===== src/rtl/smbmsc_pkg.sv =====
// Package for the master SMBus status and control block.
// Assumes a 32-bit AXI4-Lite register bus and one 125 MHz core clock.
package smbmsc_pkg;
    // ------------------------------------------------------------------
    // Register map
    // ------------------------------------------------------------------
    localparam logic [11:0] STATUS_OFF   = 12'h344;
    localparam logic [11:0] CONTROL_OFF  = 12'h348;
    localparam logic [11:0] IRQ_MASK_OFF = 12'h350;
    // ------------------------------------------------------------------
    // Status fields
    // ------------------------------------------------------------------
    localparam int INIT_DONE_BIT  = 24;
    localparam int NO_ACK_BIT     = 25;
    localparam int LOST_ARB_BIT   = 26;
    localparam int MISPLACED_BIT  = 27;
    localparam int CHECKSUM_BIT   = 28;
    localparam int UNMAPPED_BIT   = 29;
    localparam int ERR_LO         = 25;
    localparam int ERR_HI         = 29;
    // ------------------------------------------------------------------
    // Control fields
    // ------------------------------------------------------------------
    localparam int IGN_MASTERS_BIT = 16;
    localparam int IGN_CHECKSUM_BIT = 17;
    localparam logic [15:0] PRESC_SLOW_RST = 16'h0139;
    localparam logic [15:0] PRESC_FAST_RST = 16'h0053;
    // ------------------------------------------------------------------
    // Timing
    // ------------------------------------------------------------------
    localparam int CLK_PERIOD_NS   = 8;
    localparam int PRESC_UNIT_NS   = 32;
    localparam int PRESC_UNIT_CYC  = (PRESC_UNIT_NS + CLK_PERIOD_NS - 1)
                                     / CLK_PERIOD_NS;
    localparam int ARB_RETRY_LIMIT = 16;
    // ------------------------------------------------------------------
    // AXI responses
    // ------------------------------------------------------------------
    localparam logic [1:0] RESP_OKAY   = 2'h0;
    localparam logic [1:0] RESP_SLVERR = 2'h2;

    typedef enum logic [1:0] {
        SMBMSC_IDLE = 2'b00,
        SMBMSC_ARB  = 2'b01,
        SMBMSC_XFER = 2'b10
    } smbmsc_state_t;
endpackage


===== src/rtl/smbmsc_top.sv =====
// Status, control, prescaler and arbitration retry of the master SMBus.
// Assumes bus events and EEPROM-load events arrive as one-cycle pulses.
//
// Our own choice: register access over AXI4-Lite.
`timescale 1ns/1ps
module smbmsc_top
    import smbmsc_pkg::*;
#(
    parameter int ADDR_W = 12
) (
    input  wire logic              CLK_I,
    input  wire logic              RST_N_I,
    input  wire logic              CE_I,
    input  wire logic              BOOT_FAST_I,
    input  wire logic              EEPROM_INIT_EN_I,
    input  wire logic              EEPROM_LOAD_DONE_I,
    input  wire logic              EEPROM_CSUM_BAD_I,
    input  wire logic              EEPROM_NO_CFG_DONE_I,
    input  wire logic              EEPROM_UNMAPPED_I,
    input  wire logic              XFER_REQ_I,
    input  wire logic              ARB_WON_I,
    input  wire logic              ARB_LOST_I,
    input  wire logic              XFER_END_I,
    input  wire logic              NACK_I,
    input  wire logic              MISPLACED_I,
    input  wire logic [ADDR_W-1:0] AWADDR_I,
    input  wire logic              AWVALID_I,
    output logic                   AWREADY_O,
    input  wire logic [31:0]       WDATA_I,
    input  wire logic [3:0]        WSTRB_I,
    input  wire logic              WVALID_I,
    output logic                   WREADY_O,
    output logic [1:0]             BRESP_O,
    output logic                   BVALID_O,
    input  wire logic              BREADY_I,
    input  wire logic [ADDR_W-1:0] ARADDR_I,
    input  wire logic              ARVALID_I,
    output logic                   ARREADY_O,
    output logic [31:0]            RDATA_O,
    output logic [1:0]             RRESP_O,
    output logic                   RVALID_O,
    input  wire logic              RREADY_I,
    output logic                   PRESC_TICK_O,
    output logic                   ARB_START_O,
    output logic                   XFER_BUSY_O,
    output logic                   XFER_ABORT_O,
    output logic                   IRQ_O
);
    import smbmsc_pkg::*;

    initial begin
        if (ADDR_W < 12) begin
            $error("ADDR_W must be at least 12");
        end
    end

    // ------------------------------------------------------------------
    // Register state
    // ------------------------------------------------------------------
    logic [15:0]   presc_r;
    logic          ign_masters_r;
    logic          ign_csum_r;
    logic [5:0]    flags_r;
    logic [5:0]    flags_nxt;
    logic [5:0]    mask_r;
    logic          boot_seen_r;
    logic          aw_full_r;
    logic          w_full_r;
    logic [11:0]   aw_addr_r;
    logic [31:0]   w_data_r;
    logic [3:0]    w_strb_r;
    smbmsc_state_t state_r;
    smbmsc_state_t state_nxt;
    logic [4:0]    loss_cnt_r;
    logic [15:0]   presc_cnt_r;
    logic [1:0]    unit_cnt_r;

    // ------------------------------------------------------------------
    // Write channel decode
    // ------------------------------------------------------------------
    wire aw_take  = AWVALID_I && AWREADY_O;
    wire w_take   = WVALID_I && WREADY_O;
    wire wr_fire  = aw_full_r && w_full_r && !BVALID_O;
    wire wr_stat  = wr_fire && (aw_addr_r == STATUS_OFF);
    wire wr_ctrl  = wr_fire && (aw_addr_r == CONTROL_OFF);
    wire wr_mask  = wr_fire && (aw_addr_r == IRQ_MASK_OFF);
    wire wr_hit   = wr_stat || wr_ctrl || wr_mask;

    // ------------------------------------------------------------------
    // Event decode
    // ------------------------------------------------------------------
    wire lost_ev   = (state_r == SMBMSC_ARB) && ARB_LOST_I
                     && !ign_masters_r;
    wire abort_ev  = lost_ev && (loss_cnt_r == 5'(ARB_RETRY_LIMIT - 1));
    wire csum_ev   = EEPROM_INIT_EN_I && !ign_csum_r
                     && (EEPROM_CSUM_BAD_I || EEPROM_NO_CFG_DONE_I);
    wire unmap_ev  = EEPROM_INIT_EN_I && EEPROM_UNMAPPED_I;
    wire done_ev   = EEPROM_INIT_EN_I && (EEPROM_LOAD_DONE_I || csum_ev
                     || unmap_ev);
    wire in_xfer   = state_r == SMBMSC_XFER;
    wire [5:0] set_vec = {unmap_ev, csum_ev, in_xfer && MISPLACED_I,
                          abort_ev, in_xfer && NACK_I, done_ev};
    wire [5:0] clr_vec = (wr_stat && w_strb_r[3])
                         ? {w_data_r[UNMAPPED_BIT:NO_ACK_BIT], 1'b0}
                         : 6'h00;

    // Set beats clear in the same cycle.
    assign flags_nxt = (flags_r & ~clr_vec) | set_vec;

    // ------------------------------------------------------------------
    // Arbitration retry sequencer
    // ------------------------------------------------------------------
    always_comb begin
        state_nxt = state_r;
        case (state_r)
            SMBMSC_IDLE: begin
                if (XFER_REQ_I) begin
                    state_nxt = SMBMSC_ARB;
                end
            end
            SMBMSC_ARB: begin
                if (ARB_WON_I || (ARB_LOST_I && ign_masters_r)) begin
                    state_nxt = SMBMSC_XFER;
                end else if (abort_ev) begin
                    state_nxt = SMBMSC_IDLE;
                end
            end
            SMBMSC_XFER: begin
                if (XFER_END_I) begin
                    state_nxt = SMBMSC_IDLE;
                end
            end
            default: state_nxt = SMBMSC_IDLE;
        endcase
    end

    // ------------------------------------------------------------------
    // Prescaler
    // ------------------------------------------------------------------
    wire presc_run  = presc_r > 16'h0001;
    wire unit_tick  = unit_cnt_r == 2'(PRESC_UNIT_CYC - 1);
    wire presc_wrap = unit_tick && (presc_cnt_r >= presc_r - 16'h0001);

    // ------------------------------------------------------------------
    // Read data
    // ------------------------------------------------------------------
    wire [31:0] stat_word = {2'h0, flags_r, 24'h000000};
    wire [31:0] ctrl_word = {14'h0000, ign_csum_r, ign_masters_r, presc_r};
    wire [31:0] mask_word = {2'h0, mask_r, 24'h000000};
    wire [11:0] ar_addr   = ARADDR_I[11:0];
    wire        rd_hit    = (ar_addr == STATUS_OFF)
                            || (ar_addr == CONTROL_OFF)
                            || (ar_addr == IRQ_MASK_OFF);
    wire [31:0] rd_word   = (ar_addr == STATUS_OFF) ? stat_word
                          : (ar_addr == CONTROL_OFF) ? ctrl_word
                          : (ar_addr == IRQ_MASK_OFF) ? mask_word : 32'h0;

    // ------------------------------------------------------------------
    // Bus handshake
    // ------------------------------------------------------------------
    always_ff @(posedge CLK_I or negedge RST_N_I) begin
        if (!RST_N_I) begin
            aw_full_r <= 1'b0;
            w_full_r  <= 1'b0;
            aw_addr_r <= 12'h000;
            w_data_r  <= 32'h0;
            w_strb_r  <= 4'h0;
            AWREADY_O <= 1'b0;
            WREADY_O  <= 1'b0;
            BVALID_O  <= 1'b0;
            BRESP_O   <= RESP_OKAY;
            ARREADY_O <= 1'b0;
            RVALID_O  <= 1'b0;
            RRESP_O   <= RESP_OKAY;
            RDATA_O   <= 32'h0;
        end else if (CE_I) begin
            AWREADY_O <= !aw_full_r && !aw_take && !BVALID_O;
            WREADY_O  <= !w_full_r && !w_take && !BVALID_O;
            if (aw_take) begin
                aw_full_r <= 1'b1;
                aw_addr_r <= AWADDR_I[11:0];
            end
            if (w_take) begin
                w_full_r <= 1'b1;
                w_data_r <= WDATA_I;
                w_strb_r <= WSTRB_I;
            end
            if (wr_fire) begin
                aw_full_r <= 1'b0;
                w_full_r  <= 1'b0;
                BVALID_O  <= 1'b1;
                BRESP_O   <= wr_hit ? RESP_OKAY : RESP_SLVERR;
            end else if (BVALID_O && BREADY_I) begin
                BVALID_O  <= 1'b0;
            end
            ARREADY_O <= !ARVALID_I || ARREADY_O ? !RVALID_O && !ARREADY_O
                                                 : !RVALID_O;
            if (ARVALID_I && ARREADY_O) begin
                ARREADY_O <= 1'b0;
                RVALID_O  <= 1'b1;
                RDATA_O   <= rd_word;
                RRESP_O   <= rd_hit ? RESP_OKAY : RESP_SLVERR;
            end else if (RVALID_O && RREADY_I) begin
                RVALID_O  <= 1'b0;
            end
        end
    end

    // ------------------------------------------------------------------
    // Control, status and mask registers
    // ------------------------------------------------------------------
    always_ff @(posedge CLK_I or negedge RST_N_I) begin
        if (!RST_N_I) begin
            presc_r       <= 16'h0000;
            boot_seen_r   <= 1'b0;
            ign_masters_r <= 1'b0;
            ign_csum_r    <= 1'b0;
            flags_r       <= 6'h00;
            mask_r        <= 6'h00;
            IRQ_O         <= 1'b0;
        end else if (CE_I) begin
            if (!boot_seen_r) begin
                boot_seen_r <= 1'b1;
                presc_r     <= BOOT_FAST_I ? PRESC_FAST_RST
                                           : PRESC_SLOW_RST;
            end else if (wr_ctrl) begin
                if (w_strb_r[0]) begin
                    presc_r[7:0] <= w_data_r[7:0];
                end
                if (w_strb_r[1]) begin
                    presc_r[15:8] <= w_data_r[15:8];
                end
                if (w_strb_r[2]) begin
                    ign_masters_r <= w_data_r[IGN_MASTERS_BIT];
                    ign_csum_r    <= w_data_r[IGN_CHECKSUM_BIT];
                end
            end
            if (wr_mask && w_strb_r[3]) begin
                mask_r <= w_data_r[UNMAPPED_BIT:INIT_DONE_BIT];
            end
            flags_r <= flags_nxt;
            IRQ_O   <= |(flags_nxt & mask_r);
        end
    end

    // ------------------------------------------------------------------
    // Sequencer and prescaler state
    // ------------------------------------------------------------------
    always_ff @(posedge CLK_I or negedge RST_N_I) begin
        if (!RST_N_I) begin
            state_r      <= SMBMSC_IDLE;
            loss_cnt_r   <= 5'h00;
            presc_cnt_r  <= 16'h0000;
            unit_cnt_r   <= 2'h0;
            PRESC_TICK_O <= 1'b0;
            ARB_START_O  <= 1'b0;
            XFER_BUSY_O  <= 1'b0;
            XFER_ABORT_O <= 1'b0;
        end else if (CE_I) begin
            state_r      <= state_nxt;
            ARB_START_O  <= (state_nxt == SMBMSC_ARB)
                            && ((state_r != SMBMSC_ARB) || lost_ev);
            XFER_BUSY_O  <= state_nxt == SMBMSC_XFER;
            XFER_ABORT_O <= abort_ev;
            if (state_r != SMBMSC_ARB) begin
                loss_cnt_r <= 5'h00;
            end else if (lost_ev) begin
                loss_cnt_r <= loss_cnt_r + 5'h01;
            end
            if (!presc_run) begin
                unit_cnt_r   <= 2'h0;
                presc_cnt_r  <= 16'h0000;
                PRESC_TICK_O <= 1'b0;
            end else begin
                unit_cnt_r   <= unit_tick ? 2'h0 : unit_cnt_r + 2'h1;
                PRESC_TICK_O <= presc_wrap;
                if (presc_wrap) begin
                    presc_cnt_r <= 16'h0000;
                end else if (unit_tick) begin
                    presc_cnt_r <= presc_cnt_r + 16'h0001;
                end
            end
        end
    end
endmodule

===== config.mk =====
export PLATFORM = sky130hd
export DESIGN_NAME = smbmsc_top
export DESIGN_NICKNAME = d
export VERILOG_FILES = /design/src/rtl/smbmsc_pkg.sv /design/src/rtl/smbmsc_top.sv
export SDC_FILE = /design/constraint.sdc
export NUM_CORES = 1
export LEC_CHECK = 0
export BUFFER_PORTS_ARGS = -buffer_cell sky130_fd_sc_hd__buf_2
export CAP_MARGIN = 40
export CORE_MARGIN = 2
export CORE_UTILIZATION = 55
export CTS_CLUSTER_DIAMETER = 200
export DETAILED_ROUTE_END_ITERATION = 8
export GPL_TIMING_DRIVEN = 0
export HOLD_SLACK_MARGIN = 0.05
export PLACE_DENSITY_LB_ADDON = 0.25
export REMOVE_ABC_BUFFERS = 1
export SYNTH_ARGS = -nofsm -noshare
export SYNTH_HDL_FRONTEND = slang
export SYNTH_SLANG_ARGS = --single-unit

===== constraint.sdc =====
create_clock -name CLK_I -period 4.1 [get_ports CLK_I]
set_clock_uncertainty 0.05 [all_clocks]
set_input_delay 0.205 -clock CLK_I [delete_from_list [all_inputs] [get_ports CLK_I]]
set_output_delay 0.205 -clock CLK_I [all_outputs]
set_load 0.005 [all_outputs]

==> impl_metrics.toml, run 1 <==
[routing]
via_per_inst = 5.799
vias = 5312
first_pass_iters = 7
final_antenna_net_count = 0
drc_errors = 6
routed_wl_um = 15670
wl_per_cell_um = 17.11
drt-initial-drc-count = 286

[setup_path]
cp-end-kind = "flop"
cp_slowest_cell = "dfrtp_1"
start_kind = "flop"
cp.buffers_inverters = 0
critical-path-top-delay-family = "simple AND/OR/NAND/NOR gates"
critPathKind = "flop to flop"
cp.arrival_ns = 3.89
cp_cell_sequence = "nor4_4 > nand3_1 > or3_1 > nor3_1 > xnor2_1 > ha_1 > and4_1 > nand3_1 > a311o_1 > and3_1 > a21oi_2 > nor2_1"
crit_required_ns = 4.34
slowest_delay_ns = 0.45
critical_path.max_fanout = 8
cpMostUsedCell = "nand3_1"

[hold_path]
holdCritPathClass = "input port to flop"

[power_and_ir_drop]
p_comb_frac = 0.188
p_leak_nw = 3.917
cellInternalPower_w = 0.003072
ir_drop_v = 0.0003591
powerDensity_nw_per_um2 = 513.5
p_seq_frac = 0.440
p_switching_w = 0.001178
power_frac_clock = 0.372
switching_share = 0.2772

[logic_synthesis]
yosys_warnings = 0
synth_flop_cell = "dfrtp_1"
seq_area_frac_synth = 0.5123
synth_top_area_cell = "dfrtp_1"
synth.area.top_cells = "dfrtp_1 (51%), mux2_2 (8.3%), ha_1 (4.2%)"
avgSynthCellArea_um2 = 10.78
yosysMostFrequentCell = "dfrtp_1"
synthArstFlopShare = 1.000
syn_inst = 607
syn-cell-area_um2 = 6545
yosysTopAreaCellShare = 0.5123
ys_ff_latch = 134
yosysUniqueCellTypes = 57
ys_top_cells_by_count = "dfrtp_1 (134), nand2_1 (69), mux2_2 (48), o21ai_0 (45), nor2_1 (28)"
synth_edf_count = 0

[placed_design]
port-buffer-count = 107
dpl_cell_area_um2 = 7227
gp_congestion = 0.8519
hpwl_um = 10550

[outcome]
status = "finished, violations left"
failed_checks = "design-rule violations"

[die]
fp.dieArea_um2 = 12790
initial_utilization = 0.5683
fp.dieW_um = 113.1
fp.dieH_um = 113.1
ios = 126
rows = 39
core_area_um2 = 11520

[cts]
cts.sinks = 134
clockRootBuffer = "clkbuf_16"
clock_latency_ns = 0.43
cts_made_buffers = 17
cts_tree = "done"
clockBufferDepth = 2
path_clk_slew_ns = 0.06
ctsHtreeMaxLevel = 4
post_cts_buffers = 0

[layout]
finalNetCount = 862
multi_input_area_um2 = 3008
diodes = 0
final_cell_area_um2 = 8275
regArea_um2 = 3353
layout-drive-gt1-share = 0.2613
area_growth_pct = 26.44
fillers = 812

[sta]
max-slew-margin-rel = 0.4493
period_minus_slack_ns = 3.655
hold_viol = 0
drv_slew = 0
tns_ns = 0
clock.fmax_mhz = 273.6
finalCritPeriodShare = 0.8914
setup_viol = 0
rsz0062_at_grt = "no"
worst_pin_slew_ns = 0.8251

[run]
timing.max_cap.violations = 0

[global_route]
antenna_found_initial = 0
grt_max_degree = 77
grt_overflow_total = 0
grt_pass1_wl_um = 26450
grt_usage = 0.2625
grt_pass1_vias = 5452
[sequential cells by signal, indices dropped and copies added, names as in the netlist, 2 cells and up]
| name | cells |
|---|---|
| mask_r | 6 |
| unit_cnt_r | 2 |
| flags_r | 6 |
| w_data_r | 24 |
| state_r | 2 |
| loss_cnt_r | 5 |
| aw_addr_r | 12 |
| presc_r | 16 |
| w_strb_r | 4 |
| presc_cnt_r | 16 |
| RDATA_O | 24 |
[routing by layer]
metal  routed length [µm]  vias up  global-route usage
li1                     -     2489                   -
met1                 6439     2618              0.3229
met2                 8090      177              0.4503
met3                  818       28             0.06535
met4                  325        0             0.09675
met5                    0        -                   0
[timing repair]
action,in CTS,in global routing
endpoints found under the hold margin,100,0
resized for setup,0,1
hold buffers,43,0
setup endpoints to repair,0,6
[layout by cell type, fill, tap and decap left out, drive strengths merged, types with 19 or more instances in the layout]
cell type,Yosys,layout
nand2,69,69
a21oi,27,27
dfrtp,134,134
o21ai,46,46
a22o,25,25
clkbuf,17,19
dlygate4sd3,0,43
ha,22,22
mux2,48,48
buf,14,112
nor2,28,28
[layout make-up]
class	count	area share
Timing Repair Buffer	156	0.1287
Inverter	15	0.006804
Sequential cell	134	0.4052
Tap cell	143	0.02162
Clock buffer	19	0.05231
Multi-Input combinational cell	436	0.3635
Clock inverter	13	0.02192
[cell families after synthesis]
family,share of synthesized area
and+or+nand+nor,0.1556
xor gates and xnor gates,0.02810
other,0.0005730
DFF,0.5123
adders and majority gates,0.04206
AOI/OAI and AO/OA,0.1426
muxes,0.08411
buffers and inverters,0.03460
[stage by stage]
stage	std cells	setup slack [ns]	hold slack (ns)	util	total power, W
after global placement	835	0.3538	0.3875	0.6185	0.002562
after global routing	916	0.2182	0.08482	0.7186	0.004473
after floorplan	585	0.8775	-0.1406	-	0.002348
after CTS	916	0.2392	0.06565	0.7183	0.004263
final	916	0.4454	0.07615	0.7186	0.004250
after detailed placement	841	0.2531	0.1620	0.6276	0.002639
[path summary, 6_finish.rpt]
kind	from	endpoint	slack [ns]	cells after the start
setup / recovery	presc_r[5]	presc_cnt_r[14]	0.45	12
hold / removal	AWVALID_I	aw_full_r	0.08	3
setup reg to reg	presc_r[5]	presc_cnt_r[14]	0.45	12
hold reg to reg	RRESP_O[1]	RRESP_O[1]	0.43	2
max in group asynchronous	RST_N_I	mask_r[5]	2.97	3
min in group asynchronous	RST_N_I	presc_cnt_r[3]	0.27	2
[worst min-delay path, stage by stage]
cell and delay (ns):
buf_2 0.10, a31oi_1 0.08, a21oi_1 0.11
[power groups by stage]
stage          Sequential [W]  Combinational, W  Clock (W)
3_3_place_gp          0.00185          0.000708          0
5_1_grt               0.00191          0.000902    0.00166
3_5_place_dp          0.00188          0.000763          0
4_1_cts               0.00186          0.000802    0.00160
2_1_floorplan         0.00181          0.000539          0
6_report              0.00187          0.000799    0.00158
Note: power is estimated with default switching activity, not from simulation.
==> run 2: changes to the inputs <==
- RECOVER_POWER: default -> 100
==> run 2 against run 1 <==
  * The flow finishes with violations (design-rule violations, max-capacitance violations, max-slew violations)
  * Sequential cell count did not move
  * First-iteration DRC count fell by 4.5%
  * Sequential share of layout area rose by 0.31 points
  * Clock power barely moved
  * Non-clock buffer count did not move
  * Die area did not move
  * Via count fell by 0.30%
  * Power fell by 0.15%
  * Critical path type unchanged
  * Critical endpoint unchanged
  * Highest routed layer unchanged
==> impl_metrics.toml, run 2 (same netlist as run 1, synthesis figures left out) <==
[outcome]
status = "finished, violations left"
failed_checks = "design-rule violations, max-capacitance violations, max-slew violations"

[placed_design]
gp_congestion = 0.8519
port-buffer-count = 107
hpwl_um = 10550

[sta]
setup_viol = 0
hold_viol = 0
period_minus_slack_ns = 3.653
worst_pin_slew_ns = 2.830
whs_ns = 0.07546
rsz0062_at_grt = "no"
tns_ns = 0
finalCritPeriodShare = 0.8909
max-slew-margin-rel = -0.8867
clock.fmax_mhz = 273.8
drv_slew = 128

[setup_path]
cp-startpoint = "presc_r[5]"
start_kind = "flop"
cp.arrival_ns = 3.89
r2r_cells = 12
critical_path.max_fanout = 8
critPathKind = "flop to flop"
timing.rr.start = "presc_r[5]"
crit_required_ns = 4.34
cp-end-kind = "flop"

[layout]
finalNetCount = 862
diodes = 0
layout-drive-gt1-share = 0.2406
layout_commonest_cell = "dfrtp_1"
reg_top3 = "RDATA_O (24), w_data_r (24)"
area_growth_pct = 25.46
final_cell_mix = "dfrtp_1 (134), buf_2 (97), nand2_1 (69)"

[power_and_ir_drop]
p_leak_nw = 3.857
p_comb_frac = 0.187
switching_share = 0.2774
p_seq_frac = 0.441
cellInternalPower_w = 0.003066
p_switching_w = 0.001177
ir_drop_v = 0.0003575
power_frac_clock = 0.373
powerDensity_nw_per_um2 = 516.8

[global_route]
grt_overflow_total = 0
grt_pass1_wl_um = 26450
grt_pass1_vias = 5452
grt_usage = 0.2625
antenna_found_initial = 0
grt_max_degree = 77

[cts]
clock_latency_ns = 0.42
clockRootBuffer = "clkbuf_16"
cts_made_buffers = 17
post_cts_buffers = 0
ctsHtreeMaxLevel = 4
clockBufferDepth = 2
cts_tree = "done"
path_clk_slew_ns = 0.06
cts.sinks = 134

[run]
timing.max_cap.violations = 3

[routing]
routed_wl_um = 15710
via_per_inst = 5.782
drc_errors = 6
vias = 5296
drt-initial-drc-count = 273
wl_per_cell_um = 17.15
final_antenna_net_count = 0
first_pass_iters = 7

[die]
fp.dieH_um = 113.1
fp.dieArea_um2 = 12790
ios = 126
core_area_um2 = 11520
fp.dieW_um = 113.1
initial_utilization = 0.5683
rows = 39

[hold_path]
min-delay-start = "WVALID_I"
hold_depth = 3
holdCritPathClass = "input port to flop"
==> run 2: changes by cell type in the layout (fill, tap and decap cells not counted), sizes merged <==
cell           delta
clkdlybuf4s25     +1
clkbuf           +11
buf              -12
==> run 2: area by class of cell <==
class	count	area, µm²
clock buffers	19	432.9
clock inverters	13	181.4
fillers	825	3304
inverters	15	56.30
multi-input cells	436	2984
flip-flops and latches	134	3353
well taps	143	178.9
repair buffers	156	1025
==> run 2: final timing paths <==
kind	end	slack (ns)
setup / recovery	presc_cnt_r[14]	0.45
max in group asynchronous	w_data_r[1]	1.01
setup reg to reg	presc_cnt_r[14]	0.45
min in group asynchronous	presc_cnt_r[0]	1.38
hold / removal	w_full_r	0.08
hold reg to reg	RRESP_O[1]	0.43
==> run 2: power groups by stage <==
stage,Sequential (W),Combinational [W],Clock [W]
5_1_grt,0.00191,0.000894,0.00166
3_3_place_gp,0.00185,0.000708,0
6_report,0.00187,0.000793,0.00158
2_1_floorplan,0.00181,0.000539,0
4_1_cts,0.00186,0.000802,0.00160
3_5_place_dp,0.00188,0.000763,0
==> run 2: worst max-delay path: stages, from the launching register on <==
cell     delay (ns)
dfrtp_1        0.45
nor4_4         0.44
nand3_1        0.18
or3_1          0.37
nor3_1         0.19
xnor2_1        0.11
ha_1           0.29
and4_1         0.21
nand3_1        0.13
a311o_1        0.32
and3_1         0.24
a21oi_2        0.40
nor2_1         0.11
==> run 2: metrics by stage <==
stage	cell area, µm²	instances	util	total power [W]	setup slack (ns)
3_3_place_gp	7123	835	0.6185	0.002562	0.3538
2_1_floorplan	6409	585	-	0.002348	0.8775
6_report	8212	916	0.7131	0.004243	0.4471
3_5_place_dp	7227	841	0.6276	0.002639	0.2531
5_1_grt	8212	916	0.7131	0.004465	0.1804
4_1_cts	8272	916	0.7183	0.004263	0.2392
==> run 2: layer usage <==
metal	track usage	wire length (µm)	vias to the layer above
met4	0.09675	333	0
met1	0.3229	6485	2601
li1	-	-	2487
met5	0	0	-
met3	0.06535	847	27
met2	0.4503	8044	181
==> run 2: timing repair <==
item | in CTS | in global routing
gates resized for setup | 0 | 1
endpoints found under the setup margin | 0 | 6
hold endpoints to repair | 100 | 0
hold buffers | 43 | 0
